**config.mk**
```make
export PLATFORM = sky130hd
export DESIGN_NAME = ptbd_top
export DESIGN_NICKNAME = d
export VERILOG_FILES = /design/src/include/ptbd_pkg.sv /design/src/rtl/ptbd_chain.sv /design/src/rtl/ptbd_tap.sv /design/src/rtl/ptbd_top.sv
export SDC_FILE = /design/constraint.sdc
export NUM_CORES = 1
export LEC_CHECK = 0
export BUFFER_PORTS_ARGS = -buffer_cell sky130_fd_sc_hd__buf_2
export CAP_MARGIN = 20
export CORE_MARGIN = 1
export CORE_UTILIZATION = 52
export DETAILED_ROUTE_END_ITERATION = 8
export PLACE_DENSITY_LB_ADDON = 0.2
export RECOVER_POWER = 100
export SETUP_SLACK_MARGIN = 0.5
export SYNTH_ARGS = -nofsm -noshare
export SYNTH_HDL_FRONTEND = slang
export SYNTH_SLANG_ARGS = --single-unit
```
**constraint.sdc**
```tcl
create_clock -name CLK_IN -period 1.6 [get_ports CLK_IN]
set_input_delay 0.24 -clock CLK_IN [delete_from_list [all_inputs] [get_ports CLK_IN]]
set_output_delay 0.24 -clock CLK_IN [all_outputs]
set_load 0.005 [all_outputs]
```
**src/include/ptbd_pkg.sv**
```systemverilog
// Purpose: shared constants for the periodic timebase divider
// Assumes: single 40 MHz clock domain, 8-bit control register
// Notes:   register map and field positions live here
package ptbd_pkg;
  // ********************************************************
  // chain and register map
  // ********************************************************
  localparam int unsigned CHAIN_STAGES = 18;
  localparam logic [3:0] ADDR_CTRL     = 4'h0;
  localparam logic [3:0] ADDR_STATUS   = 4'h1;
  localparam logic [3:0] ADDR_MASK     = 4'h2;
  localparam logic [3:0] ADDR_CONFIG   = 4'h3;
  // control register field positions
  localparam int unsigned BIT_PENDING  = 7;
  localparam int unsigned BIT_RATE_HI  = 6;
  localparam int unsigned BIT_RATE_LO  = 4;
  localparam int unsigned BIT_ACK      = 3;
  localparam int unsigned BIT_IRQ_EN   = 2;
  localparam int unsigned BIT_ENABLE   = 1;
  // config register: bit 0 oscillator keeps running in stop
  localparam int unsigned BIT_STOP_KEEP = 0;
  localparam logic [7:0] CTRL_RESET    = 8'h00;
  localparam logic [7:0] MASK_RESET    = 8'h00;
  localparam logic [7:0] CONFIG_RESET  = 8'h00;
  localparam logic [7:0] READ_ZERO     = 8'h00;
  // status register: bit 0 overflow event
  localparam int unsigned BIT_EV_OVF   = 0;
endpackage

```
**src/rtl/ptbd_chain.sv**
```systemverilog
// Purpose: binary divider chain with enable and hold-at-zero
// Assumes: clocked by the system clock, advanced by a tick
// Notes:   counter value is the chain state
`timescale 1ns/1ps
module ptbd_chain
  import ptbd_pkg::*;
#(
  parameter int unsigned WIDTH = CHAIN_STAGES
) (
  input  wire logic             clk_in,
  input  wire logic             srst_in,
  input  wire logic             run_in,
  input  wire logic             clear_in,
  output      logic [WIDTH-1:0] count_out
);
  logic [WIDTH-1:0] count_reg;
  logic [WIDTH-1:0] count_next;
  // clear wins so a disabled chain stays at zero
  assign count_next = clear_in ? '0 : (run_in ? count_reg + 1'b1 : count_reg);
  always_ff @(posedge clk_in) begin
    if (srst_in) begin
      count_reg <= '0;
    end else begin
      count_reg <= count_next;
    end
  end
  assign count_out = count_reg;
endmodule

```
**src/rtl/ptbd_tap.sv**
```systemverilog
// Purpose: selects a tap of the divider chain and detects its rise
// Assumes: chain advances by at most one per cycle
// Notes:   rise of tap bit k marks an overflow of period 2^(k+1)
`timescale 1ns/1ps
module ptbd_tap
  import ptbd_pkg::*;
#(
  parameter int unsigned WIDTH = CHAIN_STAGES
) (
  input  wire logic             clk_in,
  input  wire logic             srst_in,
  input  wire logic             ce_in,
  input  wire logic [2:0]       rate_in,
  input  wire logic [WIDTH-1:0] count_in,
  output      logic             ovf_out
);
  logic tap_bit;
  logic tap_reg;
  // bit index of the tap: ratio 2^(k+1)
  assign tap_bit = (rate_in == 3'h0) ? count_in[17] :
                   (rate_in == 3'h1) ? count_in[16] :
                   (rate_in == 3'h2) ? count_in[15] :
                   (rate_in == 3'h3) ? count_in[14] :
                   (rate_in == 3'h4) ? count_in[5]  :
                   (rate_in == 3'h5) ? count_in[4]  :
                   (rate_in == 3'h6) ? count_in[3]  : count_in[2];
  always_ff @(posedge clk_in) begin
    if (srst_in) begin
      tap_reg <= 1'b0;
    end else if (ce_in) begin
      tap_reg <= tap_bit;
    end
  end
  // rising edge: first one after half a period, then every period;
  // a stale tap_reg from before a disable cannot fake an edge from a zeroed chain
  assign ovf_out = ce_in & tap_bit & ~tap_reg;
endmodule

```
**src/rtl/ptbd_top.sv**
```systemverilog
// Purpose: periodic timebase divider with control, status, mask and config registers
// Assumes: register port with one-cycle read latency, 40 MHz clock
// Notes:   wait and stop levels come from the power controller
`timescale 1ns/1ps
module ptbd_top
  import ptbd_pkg::*;
(
  input  wire logic       CLK_IN,
  input  wire logic       SRST_IN,
  input  wire logic       CE_IN,
  input  wire logic       WAIT_MODE_IN,
  input  wire logic       STOP_MODE_IN,
  input  wire logic [3:0] ADDR_IN,
  input  wire logic [7:0] WDATA_IN,
  input  wire logic       WR_IN,
  input  wire logic       RD_IN,
  output      logic [7:0] RDATA_OUT,
  output      logic       IRQ_OUT,
  output      logic       WAKE_OUT
);
  // ********************************************************
  // synchronised mode levels
  // ********************************************************
  logic wait_s1_reg;
  logic wait_s2_reg;
  logic stop_s1_reg;
  logic stop_s2_reg;
  always_ff @(posedge CLK_IN) begin
    if (SRST_IN) begin
      wait_s1_reg <= 1'b0;
      wait_s2_reg <= 1'b0;
      stop_s1_reg <= 1'b0;
      stop_s2_reg <= 1'b0;
    end else if (CE_IN) begin
      wait_s1_reg <= WAIT_MODE_IN;
      wait_s2_reg <= wait_s1_reg;
      stop_s1_reg <= STOP_MODE_IN;
      stop_s2_reg <= stop_s1_reg;
    end
  end

  // ********************************************************
  // register state
  // ********************************************************
  logic       enable_reg;
  logic       irq_en_reg;
  logic [2:0] rate_reg;
  logic       pending_reg;
  logic       stop_keep_reg;
  logic [7:0] mask_reg;
  logic [7:0] status_reg;
  logic [7:0] rdata_reg;
  logic       irq_reg;
  logic       wake_reg;

  // ********************************************************
  // bus decode
  // ********************************************************
  wire bus_ok   = CE_IN & ~wait_s2_reg & ~stop_s2_reg;
  wire wr_ok    = WR_IN & bus_ok;
  wire rd_ok    = RD_IN & bus_ok;
  wire wr_ctrl  = wr_ok & (ADDR_IN == ADDR_CTRL);
  wire wr_stat  = wr_ok & (ADDR_IN == ADDR_STATUS);
  wire wr_mask  = wr_ok & (ADDR_IN == ADDR_MASK);
  wire wr_cfg   = wr_ok & (ADDR_IN == ADDR_CONFIG);
  wire ack_hit  = wr_ctrl & WDATA_IN[BIT_ACK];

  // ********************************************************
  // divider chain and tap
  // ********************************************************
  logic [CHAIN_STAGES-1:0] count;
  logic                    ovf;
  // stop halts the oscillator unless it was told to keep running
  wire osc_runs  = ~stop_s2_reg | stop_keep_reg;
  wire chain_run = CE_IN & enable_reg & osc_runs;
  wire chain_clr = CE_IN & ~enable_reg;

  ptbd_chain #(
    .WIDTH     (CHAIN_STAGES)
  ) u_chain (
    .clk_in    (CLK_IN),
    .srst_in   (SRST_IN),
    .run_in    (chain_run),
    .clear_in  (chain_clr),
    .count_out (count)
  );

  ptbd_tap #(
    .WIDTH     (CHAIN_STAGES)
  ) u_tap (
    .clk_in    (CLK_IN),
    .srst_in   (SRST_IN),
    .ce_in     (chain_run),
    .rate_in   (rate_reg),
    .count_in  (count),
    .ovf_out   (ovf)
  );

  // ********************************************************
  // next values
  // ********************************************************
  // overflow beats a same-cycle acknowledge so no event is lost
  wire       pending_next = ovf | (pending_reg & ~ack_hit);
  wire [7:0] status_set   = {7'h00, ovf};
  wire [7:0] status_next  = status_set | (status_reg & ~(wr_stat ? WDATA_IN : 8'h00));
  wire [2:0] rate_next    = wr_ctrl ? WDATA_IN[BIT_RATE_HI:BIT_RATE_LO] : rate_reg;
  wire       irq_next     = (pending_next & irq_en_reg) | (|(status_next & mask_reg));
  wire       wake_next    = ovf & stop_s2_reg & irq_en_reg;

  wire [7:0] ctrl_view = {pending_reg, rate_reg, 1'b0, irq_en_reg, enable_reg, 1'b0};
  wire [7:0] cfg_view  = {7'h00, stop_keep_reg};
  wire [7:0] rd_mux    = (ADDR_IN == ADDR_CTRL)   ? ctrl_view  :
                         (ADDR_IN == ADDR_STATUS) ? status_reg :
                         (ADDR_IN == ADDR_MASK)   ? mask_reg   :
                         (ADDR_IN == ADDR_CONFIG) ? cfg_view   : READ_ZERO;
  wire [7:0] rdata_next = rd_ok ? rd_mux : READ_ZERO;

  // ********************************************************
  // control register
  // ********************************************************
  always_ff @(posedge CLK_IN) begin
    if (SRST_IN) begin
      enable_reg <= CTRL_RESET[BIT_ENABLE];
      irq_en_reg <= CTRL_RESET[BIT_IRQ_EN];
      rate_reg   <= CTRL_RESET[BIT_RATE_HI:BIT_RATE_LO];
    end else if (wr_ctrl) begin
      enable_reg <= WDATA_IN[BIT_ENABLE];
      irq_en_reg <= WDATA_IN[BIT_IRQ_EN];
      rate_reg   <= rate_next;
    end
  end

  // pending ignores the written value of its own bit position
  always_ff @(posedge CLK_IN) begin
    if (SRST_IN) begin
      pending_reg <= CTRL_RESET[BIT_PENDING];
    end else if (CE_IN) begin
      pending_reg <= pending_next;
    end
  end

  // ********************************************************
  // interrupt status, mask, config
  // ********************************************************
  always_ff @(posedge CLK_IN) begin
    if (SRST_IN) begin
      status_reg    <= 8'h00;
      mask_reg      <= MASK_RESET;
      stop_keep_reg <= CONFIG_RESET[BIT_STOP_KEEP];
    end else if (CE_IN) begin
      status_reg <= status_next;
      if (wr_mask) begin
        mask_reg <= WDATA_IN;
      end
      if (wr_cfg) begin
        stop_keep_reg <= WDATA_IN[BIT_STOP_KEEP];
      end
    end
  end

  // ********************************************************
  // outputs
  // ********************************************************
  always_ff @(posedge CLK_IN) begin
    if (SRST_IN) begin
      rdata_reg <= READ_ZERO;
      irq_reg   <= 1'b0;
      wake_reg  <= 1'b0;
    end else if (CE_IN) begin
      rdata_reg <= rdata_next;
      irq_reg   <= irq_next;
      wake_reg  <= wake_next;
    end
  end

  assign RDATA_OUT = rdata_reg;
  assign IRQ_OUT   = irq_reg;
  assign WAKE_OUT  = wake_reg;
endmodule

```
* Word-level counts from Yosys, hierarchy flattened
Cells that the tools add are included.
** Word-level totals
- ROM bits :: 0
- Memories kept :: 0
- RAM bits :: 0
- Latch bits :: 0
- Register bits after elaboration :: 56
- Word-level logic and storage cells :: 75
- Output and inout port bits :: 10
** Cells by class
- Bitwise operators :: 30
- Equality and inequality tests :: 9
- Muxes and demuxes :: 13
- Reduce and logical (&&, ||, !) cells :: 6
- Magnitude comparators :: 0
- Add/subtract/negate cells :: 1
- Div/mod/pow operators :: 0
- Shifts and indexed selects :: 0
- Multipliers :: 0
** Operators with widths (count)
- $mux 8 :: 5
- $add 18x1->18 const B :: 1
- $and 1x1->1 :: 18
- $and 8x8->8 :: 2
- $eq 3x3->1 const B :: 3
- $eq 4x2->1 const B :: 2
- $mux 1 :: 8
- $not 8->8 :: 1
- $or 1x8->8 :: 1
- $reduce_or 8->1 :: 1
- $eq 3x2->1 const B :: 2
- $not 1->1 :: 5
- $eq 4x1->1 const B :: 1
- $logic_not 4->1 :: 1
- $reduce_and 2->1 :: 2
- $eq 3x1->1 const B :: 1
- $logic_not 3->1 :: 1
- $or 1x1->1 :: 3
- $reduce_or 2->1 :: 1

* Logic depth before layout (Yosys ltp)
Gate-level depths: netlist of the first run.
- Depth after elaboration :: 14
- Depth in mapped cells :: 6
- Gate-level depth less buffers :: 5

* By module
A second synthesis of the first run with hierarchy kept.
** Second synthesis, totals
- Cells, all modules :: 311
- Area total of the unflattened synthesis :: 2673.8 µm²
** Modules (own cells, without submodules)
- ptbd_top :: times used 1, area an instance 1720.4 µm², cells each 198, sequential area each 740.7 µm²
- ptbd_chain :: times used 1, area an instance 802.0 µm², cells each 94, sequential area each 360.3 µm²
- ptbd_tap :: times used 1, area an instance 151.4 µm², cells each 19, sequential area each 20.0 µm²

* Worst setup path before layout of the first run
Ideal clock, no wire load.
- Path type :: reg-to-reg
- From :: reg rate_reg[2]
- To :: reg irq_reg (netlist: IRQ_OUT)
- Setup slack :: -0.035 ns
- Arrival :: 1.544 ns
- Clock period less this slack :: 1.635 ns
- Stages on the path, launching flop included :: 7
- Library setup time :: 0.091 ns
- Cell sequence :: dfxtp_1 -> buf_6 -> mux2i_1 -> a211oi_2 -> nor3_1 -> or4_1 -> a311oi_1
** On the way
- Word-level cells in the longest chain between the ends :: 14
** RTL lines
- from (decl) :: line ptbd_top.sv:47 : logic [2:0] rate_reg;
- from (signal assigned) :: line ptbd_top.sv:125 : rate_reg <= CTRL_RESET[BIT_RATE_HI:BIT_RATE_LO];
- from (signal assigned) :: line ptbd_top.sv:129 : rate_reg <= rate_next;
- $eq 3x3->1 :: line ptbd_tap.sv:26 : (rate_in == 3'h6) ? count_in[3] : count_in[2];
- $mux 1 :: line ptbd_tap.sv:26
- $mux 1 :: line ptbd_tap.sv:25 : (rate_in == 3'h5) ? count_in[4] :
- $mux 1 :: line ptbd_tap.sv:24 : (rate_in == 3'h4) ? count_in[5] :
- $mux 1 :: line ptbd_tap.sv:23 : (rate_in == 3'h3) ? count_in[14] :
- $mux 1 :: line ptbd_tap.sv:22 : (rate_in == 3'h2) ? count_in[15] :
- $mux 1 :: line ptbd_tap.sv:21 : (rate_in == 3'h1) ? count_in[16] :
- $mux 1 (*) :: line ptbd_tap.sv:20 : assign tap_bit = (rate_in == 3'h0) ? count_in[17] :
- $and 1x1->1 (*) (2 in series) :: line ptbd_tap.sv:36 : assign ovf_out = ce_in & tap_bit & ~tap_reg;
- $or 1x8->8 :: line ptbd_top.sv:105 : wire [7:0] status_next = status_set | (status_reg & ~(wr_stat ? WDATA_IN : 8'h00));
- $and 8x8->8 :: line ptbd_top.sv:107 : wire irq_next = (pending_next & irq_en_reg) | (|(status_next & mask_reg));
- $reduce_or 8->1 :: line ptbd_top.sv:107
- $or 1x1->1 (*) :: line ptbd_top.sv:107
- to (signal assigned) :: line ptbd_top.sv:171 : irq_reg <= irq_next;
- to (decl) :: line ptbd_top.sv:53 : logic irq_reg;
Mark *: on every way between the ends. The rest lies on a longest branch, timed or not.
A chain may end at the register's enable or synchronous reset.

* Worst setup path after layout of the first run
- From :: reg stop_s2_reg
- To :: reg irq_reg (netlist: IRQ_OUT)
** On the way
- Word-level cells in the longest chain between the ends :: 11
** RTL lines
- from (decl) :: line ptbd_top.sv:27 : logic stop_s2_reg;
- from (signal assigned) :: line ptbd_top.sv:38 : stop_s2_reg <= stop_s1_reg;
- $not 1->1 (*) :: line ptbd_top.sv:59, ptbd_top.sv:74
- $and 1x1->1 :: line ptbd_top.sv:59 : wire bus_ok = CE_IN & ~wait_s2_reg & ~stop_s2_reg;
- $and 1x1->1 :: line ptbd_top.sv:60 : wire wr_ok = WR_IN & bus_ok;
- $and 1x1->1 :: line ptbd_top.sv:63 : wire wr_stat = wr_ok & (ADDR_IN == ADDR_STATUS);
- $mux 8 :: line ptbd_top.sv:105
- $not 8->8 :: line ptbd_top.sv:105
- $and 8x8->8 :: line ptbd_top.sv:105
- $or 1x8->8 :: line ptbd_top.sv:105
- $and 8x8->8 :: line ptbd_top.sv:107
- $reduce_or 8->1 :: line ptbd_top.sv:107
- $or 1x1->1 (*) :: line ptbd_top.sv:107
Marks and branches as above.

==> results.yml, run 1 <==
synth:
  syn_area_mm2: 0.00260
  ys.flop_type: "dfxtp_1"
  synth_top_family_by_area: "simple AND/OR/NAND/NOR gates"
  async_flop_share: 0
  synth.most_common_cell: "dfxtp_1"
  synth_edf_count: 0
  synth.distinct_cells: 42
  synth-simple-area-share: 0.306
  synth-xor-area-share: 0.0371
  synth_top_area_share: 0.431
  synth_area_leaders: "dfxtp_1 (43%), a21oi_1 (7.1%), nand2_1 (6.8%)"
  synth_fa_ha_area_frac: 0.00481
  synth_area_per_cell_um2: 8.05
  synth.net_count: 343
  synth.top_cells.by_count: "dfxtp_1 (56), nand2_1 (47), a21oi_1 (37)"
  ys_ff_latch: 56
  yosysWarningCount: 0
  synth_mux_area_frac: 0.0308
  yosysSeqAreaShare: 0.431
  synth_compound_area_frac: 0.146
  yosysTopAreaCell: "dfxtp_1"
  synth_cells: 323
critical_path:
  crit_fanout: 6
  r2r_cells: 6
  r2r_start: "stop_s2_reg"
  critical_path.startpoint_type: "flop"
  rrSetupSlack_ns: -0.12
  required_ns: 1.80
  crit_end: "IRQ_OUT"
  crit_type: "reg2reg"
  r2r_end: "IRQ_OUT"
  worstPathArrival_ns: 1.92
  critPathLaunch: "stop_s2_reg"
  crit_path_end_kind: "flop"
clocking:
  cts_tree: "built"
  cts_hold_buf: 0
  cts_sinks: 56
  clk_pin_slew_ns: 0.10
  clk_latency_ns: 0.32
  cts-root-buf: "clkbuf_8"
  cts_buffers: 5
  clk_path_buf_depth: 2
  htree_levels: 2
sta:
  max_freq_ghz: 0.581
  fin_crit_sh: 1.08
  timing_worst_slew_pin_value_ns: 0.425
  hold_viol_final: 0
  relSlewSlack: 0.716
  fin_skew_ns: 0.00867
  min_period_ns: 1.72
  slew_violations: 0
  setup_slack_ns: -0.120
  rsz0062_at_grt: "true"
  setup_viol: 1
grt:
  antenna_found_initial: 0
  grt_pass1_vias: 2463
  grt_max_degree: 20
  track_usage: 0.285
  grt_pass1_wl_mm: 11.6
  grt_overflow: 0
die:
  io_pins: 29
  die_y_um: 72.7
  rows: 25
  die_area_mm2: 0.00529
  start_util: 0.547
  core_area_mm2: 0.00475
  dieWidth_um: 72.7
routing:
  route.detailed.drc: 0
  vias_per_cell: 6.08
  first_pass_iters: 6
  initialDrtViolationCount: 235
  dr_total_vias: 2790
  wl_per_cell_um: 18.8
  drt-total-wl_mm: 8.64
  ant_nets: 0
layout:
  multi_input_area_mm2: 0.00186
  seqCellArea_mm2: 0.00115
  areaGrowthSynthToFinish_pct: 50.1
  utilization: 0.821
  stdcell_count: 459
  largest_reg_flops: 18
  antennaDiodeCount: 0
  fin_nets: 411
  drive_gt1_frac: 0.472
  filler_cell_count: 288
power:
  peakVddDrop_v: 0.000589
  leakagePower_nw: 1.41
  seq_power_share: 0.563
  switching_share: 0.265
  internal_power_w: 0.00183
  p_sw_w: 0.000660
  p_clk_frac: 0.320
  comb_power_share: 0.117
  cellPowerDensity_mw_per_mm2: 639
hold_path:
  worstHoldPathCells: 2
  min-delay-path-class: "in2reg"
job:
  cap_violations: 0
placement:
  gp_congestion: 0.888
  io_buffers: 28
  dp_hpwl_mm: 4.49
  dp_cells: 427
outcome:
  violations: "setup timing"
  status: "finished with violations"
-- logic make-up (layout without fill, tap and decap cells) --
| family | Yosys count | in the layout |
|---|---|---|
| simple gates | 156 | 156 |
| compound gates | 67 | 67 |
| flops | 56 | 56 |
| buf+inv | 24 | 93 |
| xor+xnor | 11 | 11 |
| mux | 8 | 8 |
| fa+ha+maj | 1 | 1 |
-- through the flow --
stage / area, um2 / hold slack (ns) / total power (W) / setup slack, ns / setup TNS, ns
4_1_cts: 3440 / 0.116 / 0.00245 / 0.0787 / 0
5_1_grt: 3900 / 0.124 / 0.00257 / -0.144 / -0.144
6_report: 3900 / 0.139 / 0.00249 / -0.120 / -0.120
3_5_place_dp: 3090 / 0.442 / 0.00162 / -0.000682 / -0.000682
2_1_floorplan: 2760 / 0.328 / 0.00153 / 0.125 / 0
3_3_place_gp: 3090 / 0.437 / 0.00162 / 0.0250 / 0
-- routing by layer --
layer / wire length, um / GRT usage
met4: 396 / 0.137
met3: 455 / 0.0552
met2: 4410 / 0.474
met5: 0 / 0
met1: 3380 / 0.354
-- critical path, cell delays in order, from the launching register on --
cell and delay [ns]:
dfxtp_2 0.34, and4bb_2 0.37, buf_6 0.17, a31oi_1 0.10, a311oi_1 0.27, and4_1 0.25
a311oi_2 0.10
-- final cells by class --
class / instances / area share
Clock buffer: 6 / 0.0186
Inverter: 6 / 0.00577
Timing Repair Buffer: 79 / 0.179
Sequential cell: 56 / 0.295
Clock inverter: 2 / 0.00417
Multi-Input combinational cell: 243 / 0.476
Tap cell: 67 / 0.0215
-- placed cells by master (no fill, tap or decap), types with 8 or more instances in the layout --
master,instances
nand2_2,11
buf_4,26
nor2_1,30
dfxtp_1,43
xnor2_1,8
dfxtp_2,8
buf_6,18
nand2_1,25
mux2i_1,8
nand2_4,9
nand3_1,18
a21oi_1,12
buf_2,26
a21oi_2,25
nor2b_1,8
-- how the worst min path moves through the flow --
stage                       start             to
detailed placement  status_reg[4]  status_reg[4]
global route              SRST_IN  status_reg[6]
finish                    SRST_IN  status_reg[6]
CTS                       SRST_IN  status_reg[6]
global placement    status_reg[4]  status_reg[4]
floorplan             WDATA_IN[5]  status_reg[5]
-- power groups by stage --
stage               registers, W  clock network [W]  logic (W)
floorplan                0.00144                  0  0.0000894
global placement         0.00144                  0   0.000181
detailed placement       0.00144                  0   0.000182
CTS                      0.00140           0.000810   0.000233
global route             0.00140           0.000868   0.000300
finish                   0.00140           0.000798   0.000292
-- timing repair --
item / in CTS / in global routing
setup buffers: 11 / 11
gates cloned: 2 / 0
pin swaps: 12 / 30
resized for setup: 42 / 95
setup endpoints to repair: 52 / 51
(Power assumes the default switching activity.)
==> inputs of run 2 (changes only) <==
--- a/config.mk
+++ b/config.mk
@@ -9,5 +9,5 @@
 export CAP_MARGIN = 20
 export CORE_MARGIN = 1
-export CORE_UTILIZATION = 52
+export CORE_UTILIZATION = 41
 export DETAILED_ROUTE_END_ITERATION = 8
 export PLACE_DENSITY_LB_ADDON = 0.2
==> constraint.sdc (replaced) <==
create_clock -name CLK_IN -period 1.6 [get_ports CLK_IN]
set_input_delay 0.24 -clock CLK_IN [delete_from_list [all_inputs] [get_ports CLK_IN]]
set_output_delay 0.24 -clock CLK_IN [all_outputs]
set_load 0.01 [all_outputs]
==> run 2 against run 1 <==
  * The flow still finishes with violations (setup timing)
  * Utilization down 18 points
  * Clock skew is 0.0031 ns lower
  * Via count shrank 4.5%
  * Highest routed layer unchanged
  * Register-to-register slack gained 0.10 ns
==> results.yml, run 2 (synthesized netlist as in run 1, its figures left out) <==
layout:
  drive_gt1_frac: 0.412
  final_common_cell: "dfxtp_1"
  mostFrequentLayoutCells: "dfxtp_1 (41), buf_4 (35), nand2_1 (32)"
  areaGrowthSynthToFinish_pct: 47.8
  seqCellArea_mm2: 0.00115
  filler_cell_count: 503
  multi_input_area_mm2: 0.00180
  largest_reg_flops: 18
  antennaDiodeCount: 0
  fin_nets: 422
  utilization: 0.638
die:
  start_util: 0.431
  core_area_mm2: 0.00603
  dieWidth_um: 81.6
  die_y_um: 81.6
  rows: 28
  io_pins: 29
  die_area_mm2: 0.00666
critical_path:
  critical_path.startpoint_type: "flop"
  path_delay_family: "simple AND/OR/NAND/NOR gates"
  crit_chain: "mux2i_1 > a211oi_2 > nor3_2 > or4_1 > a311oi_1"
  crit_type: "reg2reg"
  critPathSlowestCell: "dfxtp_1"
  rrSetupSlack_ns: -0.02
  required_ns: 1.83
  crit_fanout: 4
  worstPathArrival_ns: 1.85
  cpPeakStageDelay_ns: 0.42
  timing.critical_path.buf_inv: 0
  crit_path_end_kind: "flop"
routing:
  first_pass_iters: 5
  initialDrtViolationCount: 215
  vias_per_cell: 5.57
  route.detailed.drc: 0
  drt-total-wl_mm: 7.68
  ant_nets: 0
  wl_per_cell_um: 16.1
  dr_total_vias: 2664
job:
  cap_violations: 0
power:
  cellPowerDensity_mw_per_mm2: 649
  internal_power_w: 0.00186
  finalPower_w: 0.00249
  comb_power_share: 0.105
  p_clk_frac: 0.335
  p_sw_w: 0.000630
  seq_power_share: 0.561
  switching_share: 0.253
  peakVddDrop_v: 0.000433
  leakagePower_nw: 1.37
placement:
  dp_hpwl_mm: 4.77
  gp_congestion: 0.849
  io_buffers: 28
grt:
  grt_pass1_wl_mm: 11.7
  track_usage: 0.230
  grt_max_degree: 27
  grt_overflow: 0
  grt_pass1_vias: 2493
  antenna_found_initial: 0
outcome:
  status: "finished with violations"
  violations: "setup timing"
sta:
  setup_slack_ns: -0.0200
  hold_ws_ns: 0.155
  min_period_ns: 1.62
  timing.setup.tns_ns: -0.0200
  slew_violations: 0
  relSlewSlack: 0.714
  timing_worst_slew_pin_value_ns: 0.427
  rsz0062_at_grt: "true"
  max_freq_ghz: 0.617
  hold_viol_final: 0
  setup_viol: 1
  fin_crit_sh: 1.01
  fin_skew_ns: 0.00558
clocking:
  cts_buffers: 5
  cts_tree: "built"
  clk_path_buf_depth: 2
  cts-root-buf: "clkbuf_8"
  clk_pin_slew_ns: 0.10
  cts_sinks: 56
  clk_latency_ns: 0.31
  htree_levels: 2
hold_path:
  min-delay-path-class: "in2reg"
## run 2: cell count changes in the layout (fill, tap and decap cells not counted), sizes merged
cell      delta
clkbuf      +19
clkinvlp     -1
inv          +1
buf          -8
## run 2: cell type report
class / instances / area share
Tap cell: 75 / 0.0244
Sequential cell: 56 / 0.301
Clock inverter: 2 / 0.00358
Clock buffer: 6 / 0.0215
Timing Repair Buffer: 90 / 0.176
Inverter: 6 / 0.00586
Multi-Input combinational cell: 243 / 0.468
## run 2: layer usage
layer,GRT usage,share of wire
met1,0.290,0.45
met2,0.393,0.49
met3,0.0456,0.041
met4,0.0737,0.013
met5,0,0
## run 2: what timing repair did
action,4_1_cts,5_1_grt
gates cloned,2,1
endpoints found under the setup margin,52,53
hold buffers,0,0
setup buffers,14,11
pin swaps,34,22
resized for setup,46,74
## run 2: stage by stage
stage               cells  area (um2)  setup WS [ns]
floorplan             323        2760          0.125
global placement      442        3140        -0.0174
detailed placement    442        3140        -0.0716
CTS                   466        3530         0.0170
global route          478        3840        -0.0878
finish                478        3840        -0.0200
## run 2: worst paths after layout
kind / from / depth (start not counted) / to
worst min register to register: status_reg[4] / 2 / status_reg[4]
worst max-delay path: u_chain.count_out[15] / 5 / IRQ_OUT
worst max register to register: u_chain.count_out[15] / 5 / IRQ_OUT
worst min-delay path: STOP_MODE_IN / 3 / stop_s1_reg
## run 2: tightest hold or removal path, delay by kind of cell
kind / cells / cell delay (ns)
muxes: 1 / 0.05
buffers and inverters: 1 / 0.07
and+or+nand+nor: 1 / 0.07
## run 2: power groups by stage
| stage | Sequential, W | Clock, W | Combinational (W) |
|---|---|---|---|
| 2_1_floorplan | 0.00144 | 0 | 0.0000894 |
| 3_3_place_gp | 0.00144 | 0 | 0.000190 |
| 3_5_place_dp | 0.00144 | 0 | 0.000192 |
| 4_1_cts | 0.00140 | 0.000850 | 0.000214 |
| 5_1_grt | 0.00140 | 0.000918 | 0.000274 |
| 6_report | 0.00140 | 0.000835 | 0.000261 |
==> inputs of run 3 (changes only) <==
PLACE_DENSITY = 0.6   (was unset)
PLACE_DENSITY_LB_ADDON = unset   (was 0.2)
clock period = 1.9 ns   (was 1.6 ns; I/O delays follow)
==> run 3 against run 2 <==
  * The run now ends clean
  * Utilization down 11 points
  * Clock skew up 0.0030 ns
  * Critical path depth unchanged
  * Worst setup slack better by 0.26 ns
  * Critical path type unchanged
  * Critical endpoint unchanged
  * Largest cell class unchanged
==> results.yml, run 3 (synthesized netlist as in run 1, its figures left out) <==
critical_path:
  worstPathArrival_ns: 1.85
  crit_type: "reg2reg"
  r2r_cells: 5
  r2r_end: "IRQ_OUT"
  critPathLaunch: "stop_s2_reg"
  required_ns: 2.09
  critical_path.startpoint_type: "flop"
  crit_path_end_kind: "flop"
  r2r_start: "stop_s2_reg"
  rrSetupSlack_ns: 0.24
  crit_fanout: 7
placement:
  place_ws_ns: 0.0653
  dp_hpwl_mm: 4.38
  io_buffers: 28
  gp_congestion: 0.889
sta:
  fin_crit_sh: 0.873
  hold_ws_ns: 0.195
  timing.setup.tns_ns: 0
  slew_violations: 0
  relSlewSlack: 0.518
  rsz0062_at_grt: "true"
  max_freq_ghz: 0.603
  setup_viol: 0
  min_period_ns: 1.66
  setup_slack_ns: 0.241
  fin_skew_ns: 0.00855
  hold_viol_final: 0
  timing_worst_slew_pin_value_ns: 0.722
die:
  die_y_um: 81.6
  rows: 28
  die_area_mm2: 0.00666
  io_pins: 29
  core_area_mm2: 0.00603
  start_util: 0.431
  dieWidth_um: 81.6
hold_path:
  min-delay-path-class: "in2reg"
  worstHoldPathCells: 2
  hold_path_end: "status_reg[5]"
  hp-start: "WDATA_IN[5]"
clocking:
  cts_sinks: 56
  htree_levels: 2
  clk_latency_ns: 0.31
  cts_hold_buf: 0
  clk_pin_slew_ns: 0.10
  cts_buffers: 5
  cts-root-buf: "clkbuf_8"
  clk_path_buf_depth: 2
  cts_tree: "built"
grt:
  antenna_found_initial: 0
  grt_overflow: 0
  grt_max_degree: 39
  track_usage: 0.207
  grt_pass1_wl_mm: 10.5
  grt_pass1_vias: 2165
layout:
  multi_input_area_mm2: 0.00149
  seqCellArea_mm2: 0.00114
  mostFrequentLayoutCells: "dfxtp_1 (47), nand2_1 (47), a21oi_1 (36)"
  fin_nets: 388
  drive_gt1_frac: 0.204
  antennaDiodeCount: 0
  areaGrowthSynthToFinish_pct: 21.9
  filler_cell_count: 626
  largest_reg_flops: 18
  utilization: 0.526
power:
  leakagePower_nw: 1.09
  cellPowerDensity_mw_per_mm2: 641
  peakVddDrop_v: 0.000343
routing:
  wl_per_cell_um: 14.6
  met3_wirelength_um: 373
  route.detailed.drc: 0
  wl_met1_mm: 3.07
  first_pass_iters: 4
  met2WireLength_mm: 2.95
  ant_nets: 0
  vias_per_cell: 5.42
  top_layer: "met4"
  initialDrtViolationCount: 164
  dr_total_vias: 2399
  drt-total-wl_mm: 6.48
job:
  cap_violations: 0
outcome:
  status: "finished, final reports clean"
## run 3: cell types whose count changed in the layout (fill, tap and decap cells not counted), sizes merged
cell,before,now
clkbuf,26,25
buf,70,38
clkinv,1,0
inv,7,6
## run 3: report_power, final
| group | total, W | leakage, nW | internal, W | switching, W |
|---|---|---|---|---|
| clock network | 0.000707 | 0.0503 | 0.000326 | 0.000381 |
| logic | 0.000145 | 0.582 | 0.0000525 | 0.0000921 |
| registers | 0.00118 | 0.457 | 0.00117 | 0.00000566 |
## run 3: final cells by class
| class | count | share of cell area |
|---|---|---|
| Clock buffer | 7 | 0.0304 |
| Timing Repair Buffer | 56 | 0.103 |
| Sequential cell | 56 | 0.360 |
| Tap cell | 75 | 0.0296 |
| Inverter | 6 | 0.00711 |
| Multi-Input combinational cell | 243 | 0.470 |
## run 3: how the worst max path moves through the flow
stage | endpoint | slack [ns] | cells past startpoint
after global routing | irq_en_reg | 0.13 | 6
after global placement | IRQ_OUT | 0.14 | 6
after floorplan | IRQ_OUT | 0.42 | 6
after CTS | IRQ_OUT | 0.32 | 6
final | IRQ_OUT | 0.24 | 5
after detailed placement | IRQ_OUT | 0.07 | 6
## run 3: metrics by stage
step / cells / power (W) / area [um2]
final: 443 / 0.00203 / 3170
after global routing: 443 / 0.00212 / 3170
after CTS: 440 / 0.00206 / 3120
after detailed placement: 423 / 0.00135 / 2900
after global placement: 423 / 0.00135 / 2900
after floorplan: 323 / 0.00128 / 2650
## run 3: worst max-delay path, cell delays in order, from the launching register on
cell	delay [ns]
dfxtp_1	0.32
and4bb_1	0.35
and2_0	0.34
a31oi_1	0.13
nor4_1	0.28
a311oi_1	0.13
## run 3: routing by layer
layer	vias to the layer above	global-route usage
li1	1219	-
met1	1111	0.293
met2	58	0.308
met3	11	0.0422
met4	0	0.0737
met5	-	0
## run 3: timing repair
| item | CTS | global route |
|---|---|---|
| gates resized for setup | 20 | 23 |
| buffers inserted | 10 | 3 |
| setup endpoints to repair | 19 | 26 |
| pin swaps | 6 | 6 |
